File: src/design/t1e1_tx_cfg_map.svh
// Register map constants of the per-port transmit configuration bank.
// Assumes byte addresses on the bus are four times the register index.
`ifndef T1E1_TX_CFG_MAP_SVH
`define T1E1_TX_CFG_MAP_SVH

// ----------------------------------------------------------------
// Register indexes and write masks
// ----------------------------------------------------------------
`define IDX_IO        10'h184
`define IDX_ESC       10'h185
`define IDX_TC4       10'h186
`define IDX_HFC       10'h187
`define IDX_IBO       10'h188
`define IDX_MON       10'h189
`define IDX_XPC       10'h18A
`define IDX_CRC       10'h18C
`define IDX_STAT      10'h18D
`define IDX_MONB      10'h18E
`define RST_VAL       8'h00
`define WM_ESC        8'hDF
`define WM_HFC        8'h03
`define WM_IBO        8'h18
`define WM_MON        8'h1F
`define WM_XPC        8'h07
`define WM_CRC        8'h01

// ----------------------------------------------------------------
// Field positions
// ----------------------------------------------------------------
`define B_LC_INV      7
`define B_FS_INV      6
`define B_SS_INV      5
`define B_CLK_RATE    4
`define B_SS_MF       3
`define B_FS_DIR      2
`define B_DW          1
`define B_FS_MF       0
`define B_FMT         7
`define B_GAP         6
`define B_ZONE        4
`define B_ALIGN       3
`define B_ESRST       2
`define B_MINDLY      1
`define B_ES_EN       0
`define B_LAW         7
`define B_JAM         4
`define B_RAI         3
`define B_AIS         2
`define B_IBO_SEL     4
`define B_IBO_EN      3
`define B_BERT_DIR    2
`define B_BERT_FUS    1
`define B_BERT_EN     0
`define B_CRC_RECALC  0

// ----------------------------------------------------------------
// Elastic store figures (bytes)
// ----------------------------------------------------------------
`define ZONE_WIDE     6'd9
`define ZONE_NARROW   6'd2
`define MIN_DEPTH     6'd4
`endif

File: src/design/t1e1_tx_cfg_pkg.sv
// Types shared by the transmit configuration bank.
// Assumes the map header supplies all numeric constants.
package t1e1_tx_cfg_pkg;

  typedef struct packed {
    logic [7:0] io;
    logic [7:0] esc;
    logic [7:0] tc4;
    logic [7:0] hfc;
    logic [7:0] ibo;
    logic [7:0] mon;
    logic [7:0] xpc;
    logic [7:0] crc;
    logic [5:0] wp;
    logic [5:0] rp;
    logic       slip;
    logic [2:0] sy_lc;
    logic [2:0] sy_fs;
    logic [2:0] sy_ss;
    logic       f_lc;
    logic       f_fs;
    logic       f_ss;
    logic       dw_hold;
    logic       fs_o;
    logic [7:0] mon_byte;
    logic       ack;
    logic [7:0] rdata;
    logic       chclk;
    logic       chvalid;
    logic       rx_ser;
  } state_s;

endpackage : t1e1_tx_cfg_pkg

File: src/design/t1e1_transmit_path_config.sv
// Transmit-side configuration bank of one framer port with its pin
// polarity, sync pin, elastic store pointer and channel monitor logic.
// Assumes an Avalon-MM master on clk_sys and datapath strobes on clk_sys.
`timescale 1ns/1ps
`include "t1e1_tx_cfg_map.svh"

// Notes on behaviour
// - E1 CRC-4: 0 normal, 1 path recalculation
// - Invert line clock, frame sync, system sync input
// - Clock rate bit: software sets per backplane rate
// - System sync pin: frame or multiframe mode
// - Frame sync pin direction and mode bits
// - T1 double-wide sync pulse; software keeps legal
// - Data format: 64k all bits, 56k seven
// - Gapped clock enable gaps channel clock output
// - Conversion slip at 9 or 2 bytes
// - Align on rising write if under half frame, or under 2 bytes at minimum delay
// - Store reset places read pointer, may slip
// - Store enable bypass; two frames or 32-bit depth
// - Milliwatt code law: u-law or A-law
// - Inversion field: none, framing, signaling, payload
// - Jammed bit 8 and T1 signaling bit 7
// - ESF remote alarm: normal or CI variant
// - T1 AIS: unframed ones or CI variant
// - Loop code length field: 5,6,7,16 bits
// - FIFO low watermark: 4,16,32,48 bytes
// - Interleave enable and channel/frame select
// - Five-bit monitor channel select, 0 is channel 1
// - BERT port sources transmit or receive path
module t1e1_transmit_path_config #(
  parameter int FRAME_BYTES = 32
) (
  input  wire logic        clk_sys,
  input  wire logic        srst,
  input  wire logic [11:0] avs_address,
  input  wire logic        avs_read,
  input  wire logic        avs_write,
  input  wire logic [31:0] avs_writedata,
  input  wire logic [3:0]  avs_byteenable,
  output logic      [31:0] avs_readdata,
  output logic             avs_waitrequest,
  input  wire logic        t1_mode,
  input  wire logic        esf_mode,
  input  wire logic        conversion_mode,
  input  wire logic        signaling_frame,
  input  wire logic        tx_line_clock_in,
  output logic             tx_line_clock_level,
  input  wire logic        line_frame_sync_pin_i,
  output logic             line_frame_sync_pin_o,
  output logic             line_frame_sync_pin_oe,
  input  wire logic        frame_sync_pulse,
  output logic             line_frame_sync_level,
  input  wire logic        sys_side_sync_pin_i,
  output logic             sys_side_sync_pin_o,
  output logic             sys_side_sync_pin_oe,
  input  wire logic        sys_sync_drive,
  input  wire logic        sys_sync_src,
  output logic             sys_sync_level,
  output logic             sys_sync_multiframe,
  output logic             tx_sync_multiframe,
  output logic             sys_clock_rate_select,
  output logic             crc_recalc_mode,
  input  wire logic        chan_clk_in,
  input  wire logic [2:0]  chan_bit_index,
  output logic             channel_clock_out,
  output logic             channel_bit_valid,
  input  wire logic        store_wr_tick,
  input  wire logic        store_rd_tick,
  output logic             store_bypass,
  output logic [5:0]       store_wr_ptr,
  output logic [5:0]       store_rd_ptr,
  output logic             store_slip,
  output logic             milliwatt_law_select,
  output logic             invert_framing,
  output logic             invert_signaling,
  output logic             invert_payload,
  input  wire logic        jam_chan_selected,
  output logic             force_bit8,
  output logic             force_bit7,
  input  wire logic        rai_active,
  input  wire logic        ais_active,
  output logic             send_rai_normal,
  output logic             send_rai_ci,
  output logic             send_ais_ones,
  output logic             send_ais_ci,
  output logic [4:0]       loop_code_bits,
  output logic [5:0]       fifo_low_watermark,
  output logic             interleave_active,
  output logic             interleave_select,
  input  wire logic [4:0]  tx_chan_index,
  input  wire logic [7:0]  tx_chan_byte,
  output logic [4:0]       monitor_channel_select,
  input  wire logic        bert_data,
  input  wire logic        rx_serial_in,
  output logic             rx_serial_data,
  output logic             bert_to_tx,
  output logic             bert_port_enable,
  output logic             bert_unframed
);

  // ----------------------------------------------------------------
  // State
  // ----------------------------------------------------------------
  t1e1_tx_cfg_pkg::state_s st_ff;
  t1e1_tx_cfg_pkg::state_s nxt_st;

  logic [9:0] idx;
  logic       req;
  logic       wr_ok;
  logic [7:0] wd;
  logic [7:0] rd_val;
  logic [5:0] mask;
  logic [5:0] shift;
  logic [5:0] half;
  logic [5:0] sep;
  logic [5:0] zone;
  logic [5:0] base;
  logic [5:0] rsep;
  logic       align_edge;
  logic       rst_edge;
  logic       fs_out_raw;

  assign idx   = avs_address[11:2];
  assign req   = avs_read | avs_write;
  assign wd    = avs_writedata[7:0];
  assign wr_ok = avs_write & st_ff.ack & avs_byteenable[0];

  // One wait cycle on every access; the answer is taken on the second edge
  assign avs_waitrequest = req & ~st_ff.ack;
  assign avs_readdata    = {24'h000000, st_ff.rdata};

  // ----------------------------------------------------------------
  // Elastic store geometry
  // ----------------------------------------------------------------
  always_comb begin
    mask  = st_ff.esc[`B_MINDLY] ? (`MIN_DEPTH - 6'd1)
                                 : 6'((2 * FRAME_BYTES) - 1);
    shift = st_ff.esc[`B_MINDLY] ? (`MIN_DEPTH >> 1) : 6'(FRAME_BYTES);
    half  = st_ff.esc[`B_MINDLY] ? (`MIN_DEPTH >> 1) : 6'(FRAME_BYTES / 2);
    zone  = st_ff.esc[`B_ZONE] ? `ZONE_NARROW : `ZONE_WIDE;
    sep   = (st_ff.wp - st_ff.rp) & mask;
    base  = st_ff.wp & ~(shift - 6'd1);
    rsep  = (st_ff.wp - base) & mask;
  end

  assign align_edge = wr_ok && idx == `IDX_ESC && wd[`B_ALIGN]
                      && !st_ff.esc[`B_ALIGN];
  assign rst_edge   = wr_ok && idx == `IDX_ESC && wd[`B_ESRST]
                      && !st_ff.esc[`B_ESRST];

  // ----------------------------------------------------------------
  // Read mux
  // ----------------------------------------------------------------
  always_comb begin
    case (idx)
      `IDX_IO:   rd_val = st_ff.io;
      `IDX_ESC:  rd_val = st_ff.esc;
      `IDX_TC4:  rd_val = st_ff.tc4;
      `IDX_HFC:  rd_val = st_ff.hfc;
      `IDX_IBO:  rd_val = st_ff.ibo;
      `IDX_MON:  rd_val = st_ff.mon;
      `IDX_XPC:  rd_val = st_ff.xpc;
      `IDX_CRC:  rd_val = st_ff.crc;
      `IDX_STAT: rd_val = {1'b0, st_ff.slip, sep};
      `IDX_MONB: rd_val = st_ff.mon_byte;
      default:   rd_val = 8'h00;
    endcase
  end

  // ----------------------------------------------------------------
  // Next state
  // ----------------------------------------------------------------
  always_comb begin
    nxt_st = st_ff;
    nxt_st.ack = req & ~st_ff.ack;
    if (req && !st_ff.ack) begin
      nxt_st.rdata = rd_val;
    end

    // Writes land on the edge that ends the wait; unmapped ones vanish
    if (wr_ok) begin
      case (idx)
        `IDX_IO:  nxt_st.io  = wd;
        `IDX_ESC: nxt_st.esc = wd & `WM_ESC;
        `IDX_TC4: nxt_st.tc4 = wd;
        `IDX_HFC: nxt_st.hfc = wd & `WM_HFC;
        `IDX_IBO: nxt_st.ibo = wd & `WM_IBO;
        `IDX_MON: nxt_st.mon = wd & `WM_MON;
        `IDX_XPC: nxt_st.xpc = wd & `WM_XPC;
        `IDX_CRC: nxt_st.crc = wd & `WM_CRC;
        default:  nxt_st.crc = st_ff.crc;
      endcase
    end

    // Three-stage pin capture; a level counts once stages two and three agree
    nxt_st.sy_lc = {st_ff.sy_lc[1:0], tx_line_clock_in};
    nxt_st.sy_fs = {st_ff.sy_fs[1:0], line_frame_sync_pin_i};
    nxt_st.sy_ss = {st_ff.sy_ss[1:0], sys_side_sync_pin_i};
    if (st_ff.sy_lc[1] == st_ff.sy_lc[2]) begin
      nxt_st.f_lc = st_ff.sy_lc[2];
    end
    if (st_ff.sy_fs[1] == st_ff.sy_fs[2]) begin
      nxt_st.f_fs = st_ff.sy_fs[2];
    end
    if (st_ff.sy_ss[1] == st_ff.sy_ss[2]) begin
      nxt_st.f_ss = st_ff.sy_ss[2];
    end

    // Stretch by one cycle in T1 signaling frames when allowed
    nxt_st.dw_hold = frame_sync_pulse & t1_mode & signaling_frame
                     & st_ff.io[`B_DW] & st_ff.io[`B_FS_DIR]
                     & ~st_ff.io[`B_FS_MF];
    nxt_st.fs_o = fs_out_raw;

    // Elastic store pointers; commands outrank the slip check and the read tick
    nxt_st.slip = 1'b0;
    if (!st_ff.esc[`B_ES_EN]) begin
      nxt_st.wp = 6'd0;
      nxt_st.rp = 6'd0;
    end else begin
      if (store_wr_tick) begin
        nxt_st.wp = (st_ff.wp + 6'd1) & mask;
      end
      if (rst_edge) begin
        // Minimum delay: read the frame being written, else slip to opposite
        if (rsep <= zone && conversion_mode) begin
          nxt_st.rp   = (base - shift) & mask;
          nxt_st.slip = 1'b1;
        end else begin
          nxt_st.rp = base;
        end
      end else if (align_edge && sep < half) begin
        nxt_st.rp = (st_ff.wp - half) & mask;
      end else if (conversion_mode && sep <= zone) begin
        nxt_st.rp   = (st_ff.rp - shift) & mask;
        nxt_st.slip = 1'b1;
      end else if (store_rd_tick) begin
        nxt_st.rp = (st_ff.rp + 6'd1) & mask;
      end
    end

    // 56k leaves the last bit of each channel empty
    nxt_st.chvalid = ~(st_ff.esc[`B_FMT] & (chan_bit_index == 3'd7));
    nxt_st.chclk   = st_ff.esc[`B_GAP] ? (chan_clk_in & nxt_st.chvalid)
                                       : chan_clk_in;

    if (tx_chan_index == st_ff.mon[4:0]) begin
      nxt_st.mon_byte = tx_chan_byte;
    end

    nxt_st.rx_ser = st_ff.xpc[`B_BERT_DIR] ? bert_data : rx_serial_in;
  end

  always_ff @(posedge clk_sys) begin
    if (srst) begin
      st_ff <= '0;
    end else begin
      st_ff <= nxt_st;
    end
  end

  // ----------------------------------------------------------------
  // Pins and polarity
  // ----------------------------------------------------------------
  assign fs_out_raw = frame_sync_pulse | st_ff.dw_hold;
  assign tx_line_clock_level   = st_ff.f_lc ^ st_ff.io[`B_LC_INV];
  assign line_frame_sync_pin_o  = st_ff.fs_o ^ st_ff.io[`B_FS_INV];
  assign line_frame_sync_pin_oe = st_ff.io[`B_FS_DIR];
  assign line_frame_sync_level  = st_ff.f_fs ^ st_ff.io[`B_FS_INV];
  assign tx_sync_multiframe     = st_ff.io[`B_FS_MF];
  // Inversion only on the input path; driven sync leaves as sourced
  assign sys_side_sync_pin_o    = sys_sync_src;
  assign sys_side_sync_pin_oe   = sys_sync_drive;
  assign sys_sync_level = st_ff.f_ss ^ (st_ff.io[`B_SS_INV] & ~sys_sync_drive);
  assign sys_sync_multiframe    = st_ff.io[`B_SS_MF];
  assign sys_clock_rate_select  = st_ff.io[`B_CLK_RATE];
  assign crc_recalc_mode        = st_ff.crc[`B_CRC_RECALC] & ~t1_mode;

  // ----------------------------------------------------------------
  // Datapath steering
  // ----------------------------------------------------------------
  assign channel_clock_out = st_ff.chclk;
  assign channel_bit_valid = st_ff.chvalid;
  assign store_bypass      = ~st_ff.esc[`B_ES_EN];
  assign store_wr_ptr      = st_ff.wp;
  assign store_rd_ptr      = st_ff.rp;
  assign store_slip        = st_ff.slip;

  assign milliwatt_law_select = st_ff.tc4[`B_LAW];
  assign invert_framing   = st_ff.tc4[6:5] == 2'b01;
  assign invert_signaling = st_ff.tc4[6:5] == 2'b10;
  assign invert_payload   = st_ff.tc4[6:5] == 2'b11;

  assign force_bit8 = st_ff.tc4[`B_JAM] & jam_chan_selected;
  assign force_bit7 = st_ff.tc4[`B_JAM] & t1_mode & signaling_frame;

  always_comb begin
    send_rai_ci     = rai_active & t1_mode & esf_mode & st_ff.tc4[`B_RAI];
    send_rai_normal = rai_active & ~send_rai_ci;
    send_ais_ci     = ais_active & t1_mode & st_ff.tc4[`B_AIS];
    send_ais_ones   = ais_active & ~send_ais_ci;
    case (st_ff.tc4[1:0])
      2'b00:   loop_code_bits = 5'd5;
      2'b01:   loop_code_bits = 5'd6;
      2'b10:   loop_code_bits = 5'd7;
      default: loop_code_bits = 5'd16;
    endcase
    case (st_ff.hfc[1:0])
      2'b00:   fifo_low_watermark = 6'd4;
      2'b01:   fifo_low_watermark = 6'd16;
      2'b10:   fifo_low_watermark = 6'd32;
      default: fifo_low_watermark = 6'd48;
    endcase
  end

  assign interleave_active      = st_ff.ibo[`B_IBO_EN];
  assign interleave_select      = st_ff.ibo[`B_IBO_SEL] & st_ff.ibo[`B_IBO_EN];
  assign monitor_channel_select = st_ff.mon[4:0];
  assign rx_serial_data   = st_ff.rx_ser;
  assign bert_to_tx       = st_ff.xpc[`B_BERT_EN] & ~st_ff.xpc[`B_BERT_DIR];
  assign bert_port_enable = st_ff.xpc[`B_BERT_EN];
  assign bert_unframed    = st_ff.xpc[`B_BERT_FUS];

endmodule : t1e1_transmit_path_config

File: config.mk
export PLATFORM = sky130hd
export DESIGN_NAME = t1e1_transmit_path_config
export DESIGN_NICKNAME = d
export VERILOG_FILES = /design/src/design/t1e1_tx_cfg_pkg.sv /design/src/design/t1e1_transmit_path_config.sv
export VERILOG_INCLUDE_DIRS = /design/src /design/src/design
export SDC_FILE = /design/constraint.sdc
export NUM_CORES = 1
export LEC_CHECK = 0
export BUFFER_PORTS_ARGS = -buffer_cell sky130_fd_sc_hd__buf_2
export CORE_MARGIN = 5
export CORE_UTILIZATION = 45
export CTS_BUF_LIST = sky130_fd_sc_hd__clkbuf_2
export DETAILED_ROUTE_END_ITERATION = 7
export HOLD_SLACK_MARGIN = 0.03
export PLACE_DENSITY_LB_ADDON = 0.05
export SLEW_MARGIN = 20
export SYNTH_ARGS = -nofsm -noshare
export SYNTH_HDL_FRONTEND = slang
export SYNTH_SLANG_ARGS = --single-unit
export TNS_END_PERCENT = 20
File: constraint.sdc
create_clock -name clk_sys -period 3.7 [get_ports clk_sys]
set_input_delay 0.555 -clock clk_sys [delete_from_list [all_inputs] [get_ports clk_sys]]
set_output_delay 0.555 -clock clk_sys [all_outputs]
set_load 0.02 [all_outputs]
==> out/metrics.csv, run 1 <==
metric,value,unit
Period minus WS final,3.49,ns
final cell count without fillers,844,
later-pin clock latency in the skew report,0.57,ns
fin crit share,94.2,%
layout net count,814,
CP Capture Type,register,
DP Wirelength,10700,um
Max Clk Rate,0.287,GHz
worst-margin pin slew,0.909,ns
Mean Syn Cell Area,8.33,um2
main combinational cell family by area after synthesis,simple AND/OR/NAND/NOR gates,
# diodes,0,
CTS Sinks,83,
Leak Pwr,2.45,nW
"top cells by count, synth","dfxtp_1 (83), nor2_1 (62), buf_4 (55)",
max-cap violations,0,
max-slew violations,0,
Hold Path End,nxt_st[26],
setup_tns,0,ns
Worst Path Arrival,3.99,ns
Die Ht,116,um
Final Hold Viols,0,
Clock Pin Slew Worst Setup and Hold Paths,0.24,ns
Main synth FF type,dfxtp_1,
register bit count reported by yosys,83,
CTS root buffer,clkbuf_2,
CP Max Fanout,7,
synthesized netlist cell count,610,
Die ar.,0.0135,mm2
Port Buffer Count,118,
Ys Warns,0,
Vias,4580,
htree depth,3,
VDD IR max,0.205,mV
Final Wtd Congestion,0.903,
hold bufs inserted after CTS,0,
r2r endpoint,store_rd_ptr[3],
number of global-route vias before repair,4416,
Finish-stage setup viols,0,
PostCTS Resize Cnt,0,
Synth Area in Adders,7.05,%
# IOs,178,
initial antenna violation count,0,
Worst Setup Start Kind,register,
largest net degree at the start of global routing,71,
most common cell in the netlist,dfxtp_1,
DRT antenna net count,0,
global-route wire length before repair,22700,um
r2r startpoint,store_wr_ptr[0],
status,"finished, final reports clean",
core area,0.0109,mm2
DRC viols,0,
share of the synthesized area in the top cell type,32.7,%
crit path kind,register to register,
Inst Count DP,829,
Post-synth EDFFs,0,
total CTS buffers,9,
synthesized cell area,0.00508,mm2
post-synthesis mux area share,4.95,%
slew margin rel.,39.0,%
"Req. time, crit path",4.21,ns
Min-Delay Path Depth,2,
DIE WIDTH,116,um
XOR/XNOR share of the synthesized area,5.35,%
Post CTS Setup Buffer Count,0,
number of fill cells,1099,
worst min path class,input port to register,
Reg2Reg Depth,13,
# rows,38,
cell type with the largest total area after synthesis,dfxtp_1,
Pwr Density,282,mW/mm2
RSZ-0062 raised after global routing,no,
CTS tree,yes,
Compound-Gate Fraction of Synth Area,16.1,%
Congestion Overflow GR,0,
asr flop ratio synth,0,%
Initial Utilization,46.4,%
Area Overhead vs Synth,11.5,%
DR vias/cell,5.43,
Final Skew,0.0247,ns
slack of the worst reg-to-reg path,0.21,ns
GRT Util Overall,21.5,%
first-pass detailed-route iteration total,7,
simple-gate share of the synthesized area,22.4,%
sequential share of the synthesized area,32.7,%
fraction of layout cells with a size suffix above 1,22.6,%
hold path startpoint,sys_side_sync_pin_i,
CTS Buffer Depth,2,
largest cells by area after synthesis,"dfxtp_1 (33%), buf_4 (8.1%), ha_1 (6.7%)",
final core utilization,51.8,%
final WL,14000,um
Pwr Total,0.00160,W
distinct cell type count after synthesis,60,
drt first-iter violations,325,
wire per inst,16.6,um
==> routing by layer <==
metal / share of wire (%) / wire length [um] / vias up / global-route usage, %
met4: 1.6 / 219 / 0 / 7.04
met1: 48 / 6730 / 2138 / 31.6
li1: - / - / 2251 / -
met5: 0 / 0 / - / 0
met2: 44 / 6110 / 175 / 31.8
met3: 6.8 / 947 / 16 / 3.58
==> cell type report <==
type	instances	area (um2)	share of cell area, %
clock buffers	10	50.0	0.884
repair buffers	130	681	12.0
multi-input cells	455	2940	51.9
inverters	21	78.8	1.39
clock inverters	5	78.8	1.39
well taps	140	175	3.09
flip-flops and latches	83	1660	29.3
==> metrics by stage <==
| step | setup slack, ns | area, um2 | hold WS [ns] |
|---|---|---|---|
| after floorplan | 0.441 | 5180 | 0.411 |
| after global placement | 0.305 | 5530 | 0.417 |
| after detailed placement | 0.248 | 5530 | 0.429 |
| after CTS | 0.217 | 5660 | 0.137 |
| after global routing | 0.0120 | 5660 | 0.168 |
| final | 0.215 | 5660 | 0.190 |
==> worst max path at each step <==
stage | startpoint | endpoint | slack, ns | depth (start not counted)
2_1_floorplan | store_wr_ptr[0] | store_rd_ptr[3] | 0.44 | 14
3_3_place_gp | store_wr_ptr[0] | store_rd_ptr[3] | 0.30 | 13
3_5_place_dp | store_wr_ptr[0] | store_rd_ptr[3] | 0.25 | 13
4_1_cts | store_wr_ptr[0] | store_rd_ptr[3] | 0.22 | 13
5_1_grt | store_wr_ptr[0] | store_rd_ptr[3] | 0.01 | 13
6_report | store_wr_ptr[0] | store_rd_ptr[3] | 0.21 | 13
==> kinds of logic after synthesis <==
group	count (synthesis)
buffers and inverters	99
adder cells (fa/ha/maj)	28
XOR/XNOR	31
flip-flops	83
AND/OR/NAND/NOR	228
multiplexers	25
AO/OA/AOI/OAI	115
other	1
==> cell usage in the layout (no fill, tap or decap), types with 4 or more instances in the layout <==
| cell | Yosys | final |
|---|---|---|
| clkbuf_2 | 0 | 10 |
| nor2_1 | 62 | 62 |
| nor2b_1 | 17 | 17 |
| ha_1 | 27 | 27 |
| o211ai_1 | 6 | 6 |
| o21ai_0 | 12 | 12 |
| xor2_1 | 14 | 14 |
| a21oi_1 | 38 | 38 |
| conb_1 | 1 | 28 |
| buf_4 | 55 | 12 |
| a22oi_1 | 14 | 14 |
| a222oi_1 | 8 | 8 |
| inv_1 | 21 | 21 |
| nor4_1 | 5 | 5 |
| buf_2 | 2 | 118 |
| xnor2_1 | 17 | 17 |
| nand3_1 | 43 | 43 |
| nand2b_1 | 8 | 8 |
| mux2i_1 | 24 | 24 |
| nor3_1 | 11 | 11 |
| a31oi_1 | 4 | 4 |
| dfxtp_1 | 83 | 83 |
| and3_1 | 5 | 5 |
| nand2_1 | 53 | 53 |
==> sequential cells by signal (all words and copies together) (netlist names) <==
register,cells
tx_sync_multiframe,1
bert_unframed,1
milliwatt_law_select,1
store_wr_ptr,6
store_rd_ptr,6
interleave_active,1
st_ff,40
avs_readdata,8
sys_clock_rate_select,1
rx_serial_data,1
channel_bit_valid,1
monitor_channel_select,5
channel_clock_out,1
store_slip,1
nxt_st,6
bert_port_enable,1
line_frame_sync_pin_oe,1
sys_sync_multiframe,1
==> worst max-delay path: stages, from the launching register on <==
cell and delay [ns]:
dfxtp_1 0.37, inv_1 0.12, ha_1 0.16, inv_1 0.04, fa_1 0.59, ha_1 0.28, nor2b_1 0.13, o21ai_0 0.26
nand3_1 0.11, o21ai_0 0.28, a21oi_1 0.12, or3_1 0.47, o221a_1 0.26, a31o_2 0.24
==> where the power goes <==
| group | internal [W] | leakage, nW | switching, W |
|---|---|---|---|
| Clock | 0.000222 | 0.0817 | 0.000325 |
| Combinational | 0.0000451 | 1.70 | 0.0000974 |
| Sequential | 0.000904 | 0.671 | 0.00000310 |
(Power assumes the default switching activity.)
==> run 2, diff against run 1 <==
--- a/config.mk
+++ b/config.mk
@@ -6,6 +6,7 @@
 export SDC_FILE = /design/constraint.sdc
 export NUM_CORES = 1
 export LEC_CHECK = 0
+export ABC_AREA = 1
 export BUFFER_PORTS_ARGS = -buffer_cell sky130_fd_sc_hd__buf_2
 export CORE_MARGIN = 5
 export CORE_UTILIZATION = 45
@@ -13,6 +14,7 @@
 export DETAILED_ROUTE_END_ITERATION = 7
 export HOLD_SLACK_MARGIN = 0.03
 export PLACE_DENSITY_LB_ADDON = 0.05
+export SKIP_LAST_GASP = 1
 export SLEW_MARGIN = 20
 export SYNTH_ARGS = -nofsm -noshare
 export SYNTH_HDL_FRONTEND = slang
==> constraint.sdc (replaced) <==
create_clock -name clk_sys -period 4.05 [get_ports clk_sys]
set_input_delay 0.6075 -clock clk_sys [delete_from_list [all_inputs] [get_ports clk_sys]]
set_output_delay 0.6075 -clock clk_sys [all_outputs]
set_load 0.02 [all_outputs]
==> out/metrics.csv, run 2 <==
metric,value,unit,change
final WL,15300,um,+9.3%
CP Capture Type,register,,
worst min path class,input port to register,,
VDD IR max,0.143,mV,-30%
r2r endpoint,store_rd_ptr[2],,
Place WS,1.05,ns,+0.806 ns
distinct cell type count after synthesis,47,,-22%
slew margin rel.,55.2,%,+16 points
Pwr Density,250,mW/mm2,-11%
CTS Sinks,83,,unchanged
Max Clk Rate,0.333,GHz,+16%
Die ar.,0.0145,mm2,+7.3%
Worst Path Arrival,3.54,ns,-0.45 ns
max-slew violations,0,,unchanged
register bit count reported by yosys,83,,unchanged
"commonest non-fill, non-tap cell in the layout",inv_1,,
DRT antenna net count,0,,unchanged
sequential share of the synthesized area,30.3,%,-2.4 points
Die Ht,120,um,+3.6%
PostCTS Resize Cnt,0,,unchanged
Min-Delay Path Depth,3,,+1
CTS Buffer Depth,2,,unchanged
number of global-route vias before repair,4973,,+13%
Post-synth EDFFs,0,,unchanged
final worst slack,1.05,ns,+0.836 ns
Reg2Reg Depth,16,,+3
r2r startpoint,st_ff[96],,
Area Overhead vs Synth,9.58,%,
CP Max Fanout,18,,+11
Initial Utilization,45.8,%,-0.59 points
Final Skew,0.0272,ns,+0.00252 ns
core area,0.0120,mm2,+9.4%
Congestion Overflow GR,0,,unchanged
Mean Syn Cell Area,7.03,um2,-16%
CTS tree,yes,,
# IOs,178,,unchanged
hold bufs inserted after CTS,0,,unchanged
Worst Setup Start Kind,register,,
Port Buffer Count,118,,unchanged
Final Wtd Congestion,0.887,,-1.7%
# diodes,0,,unchanged
initial antenna violation count,0,,unchanged
hold_ws,0.219,ns,+0.0283 ns
status,"finished, final reports clean",,
slack of the worst reg-to-reg path,1.05,ns,+0.84 ns
Final Hold Viols,0,,unchanged
drt first-iter violations,267,,-18%
cell type with the largest total area after synthesis,dfxtp_1,,
largest cells by area after synthesis,"dfxtp_1 (30%), inv_1 (8.4%), buf_4 (7.7%)",,
Main synth FF type,dfxtp_1,,
"commonest non-fill, non-tap cells in the layout","inv_1 (122), buf_2 (118), nand2_1 (111)",,
htree depth,3,,unchanged
DR vias/cell,5.11,,-5.9%
fraction of layout cells with a size suffix above 1,20.9,%,-1.6 points
Finish-stage setup viols,0,,unchanged
final core utilization,50.2,%,-1.5 points
Post CTS Setup Buffer Count,0,,unchanged
later-pin clock latency in the skew report,0.58,ns,about the same
CTS root buffer,clkbuf_2,,
total CTS buffers,9,,unchanged
DRC viols,0,,unchanged
layout net count,978,,+20%
Period minus WS final,3.00,ns,-0.486 ns
# rows,40,,+5.3%
global-route wire length before repair,24300,um,+6.7%
asr flop ratio synth,0,%,unchanged
wire per inst,15.1,um,-9.2%
most flop-heavy register,st_ff,,
Ys Warns,0,,unchanged
Vias,5188,,+13%
fin crit share,74.1,%,-20 points
worst-margin pin slew,0.670,ns,-0.239 ns
synthesized netlist cell count,780,,+28%
DP Wirelength,12000,um,+12%
synthesized cell area,0.00548,mm2,+8.0%
crit path kind,register to register,,
max FFs per register,40,,unchanged
first-pass detailed-route iteration total,8,,+1
"top cells by count, synth","inv_1 (123), nand2_1 (111), dfxtp_1 (83)",,
share of the synthesized area in the top cell type,30.3,%,-2.4 points
max-cap violations,0,,unchanged
Leak Pwr,2.85,nW,+16%
RSZ-0062 raised after global routing,no,,
most common cell in the netlist,inv_1,,
Hold Path End,nxt_st[29],,
hold path startpoint,line_frame_sync_pin_i,,
largest net degree at the start of global routing,48,,-32%
DIE WIDTH,120,um,+3.6%
Clock Pin Slew Worst Setup and Hold Paths,0.25,ns,about the same
GRT Util Overall,20.9,%,-0.55 points
setup_tns,0,ns,unchanged
"Req. time, crit path",4.59,ns,+0.38 ns
[run 2: cell types whose count changed in the layout (fill, tap and decap cells not counted), sizes merged, moves of 10 or more]
cell | previous run | this run
buf | 130 | 120
a21oi | 38 | 74
o21ai | 14 | 67
nand4 | 3 | 17
nor2b | 17 | 0
inv | 21 | 132
mux2i | 24 | 0
nand2 | 54 | 121
xnor2 | 17 | 4
o22ai | 2 | 18
a22oi | 14 | 0
[run 2: cell families after synthesis]
| family | Yosys count | share of synthesized area [%] |
|---|---|---|
| compound gates | 168 | 16.9 |
| simple gates | 278 | 25.2 |
| flops | 83 | 30.3 |
| fa+ha+maj | 28 | 6.53 |
| other cells | 1 | 0.0684 |
| buf+inv | 205 | 18.3 |
| xor+xnor | 17 | 2.71 |
[run 2: metal layers]
layer	vias to the layer above	part of all wire [%]	GRT usage, %
li1	2620	-	-
met1	2382	42	23.7
met2	154	50	38.4
met3	32	5.6	4.35
met4	0	3.0	7.86
met5	-	0	0
[run 2: worst max-delay path by stage]
| stage | slack [ns] | end | cells past startpoint | start |
|---|---|---|---|---|
| 2_1_floorplan | 1.39 | store_rd_ptr[2] | 17 | st_ff[96] |
| 3_3_place_gp | 1.09 | store_rd_ptr[2] | 16 | st_ff[96] |
| 3_5_place_dp | 1.05 | store_rd_ptr[2] | 16 | st_ff[96] |
| 4_1_cts | 1.06 | store_rd_ptr[1] | 17 | st_ff[96] |
| 5_1_grt | 0.72 | store_rd_ptr[1] | 17 | st_ff[96] |
| 6_report | 1.05 | store_rd_ptr[2] | 16 | st_ff[96] |
[run 2: cell type report]
class	count	area [um2]
Clock buffer	10	50.0
Clock inverter	6	88.8
Fill cell	1268	5950
Inverter	131	499
Multi-Input combinational cell	519	2920
Sequential cell	83	1660
Tap cell	147	184
Timing Repair Buffer	120	606
[run 2: metrics by stage]
stage	cells	cell area, um2	power (W)
after floorplan	807	5590	0.000960
after global placement	1000	5870	0.000989
after detailed placement	1000	5870	0.000992
after CTS	1016	6010	0.00152
after global routing	1016	6010	0.00157
final	1016	6010	0.00150
[run 2: critical path, stage by stage (launching register included)]
cell and delay [ns]:
dfxtp_1 0.37, buf_4 0.22, inv_6 0.11, ha_1 0.19, inv_1 0.05, nand3_1 0.10
o21ai_0 0.15, a21oi_1 0.06, ha_1 0.32, nand3_1 0.08, a21boi_1 0.55, nand2_1 0.26
o21ai_0 0.20, nand2_1 0.07, nand2_1 0.08, inv_1 0.05, a21oi_2 0.10
[run 2: report_power, final]
group | switching, W | internal, W | total [W] | leakage (nW)
Sequential | 0.00000286 | 0.000828 | 0.000830 | 0.672
Clock | 0.000317 | 0.000208 | 0.000525 | 0.0802
Combinational | 0.000102 | 0.0000440 | 0.000146 | 2.10
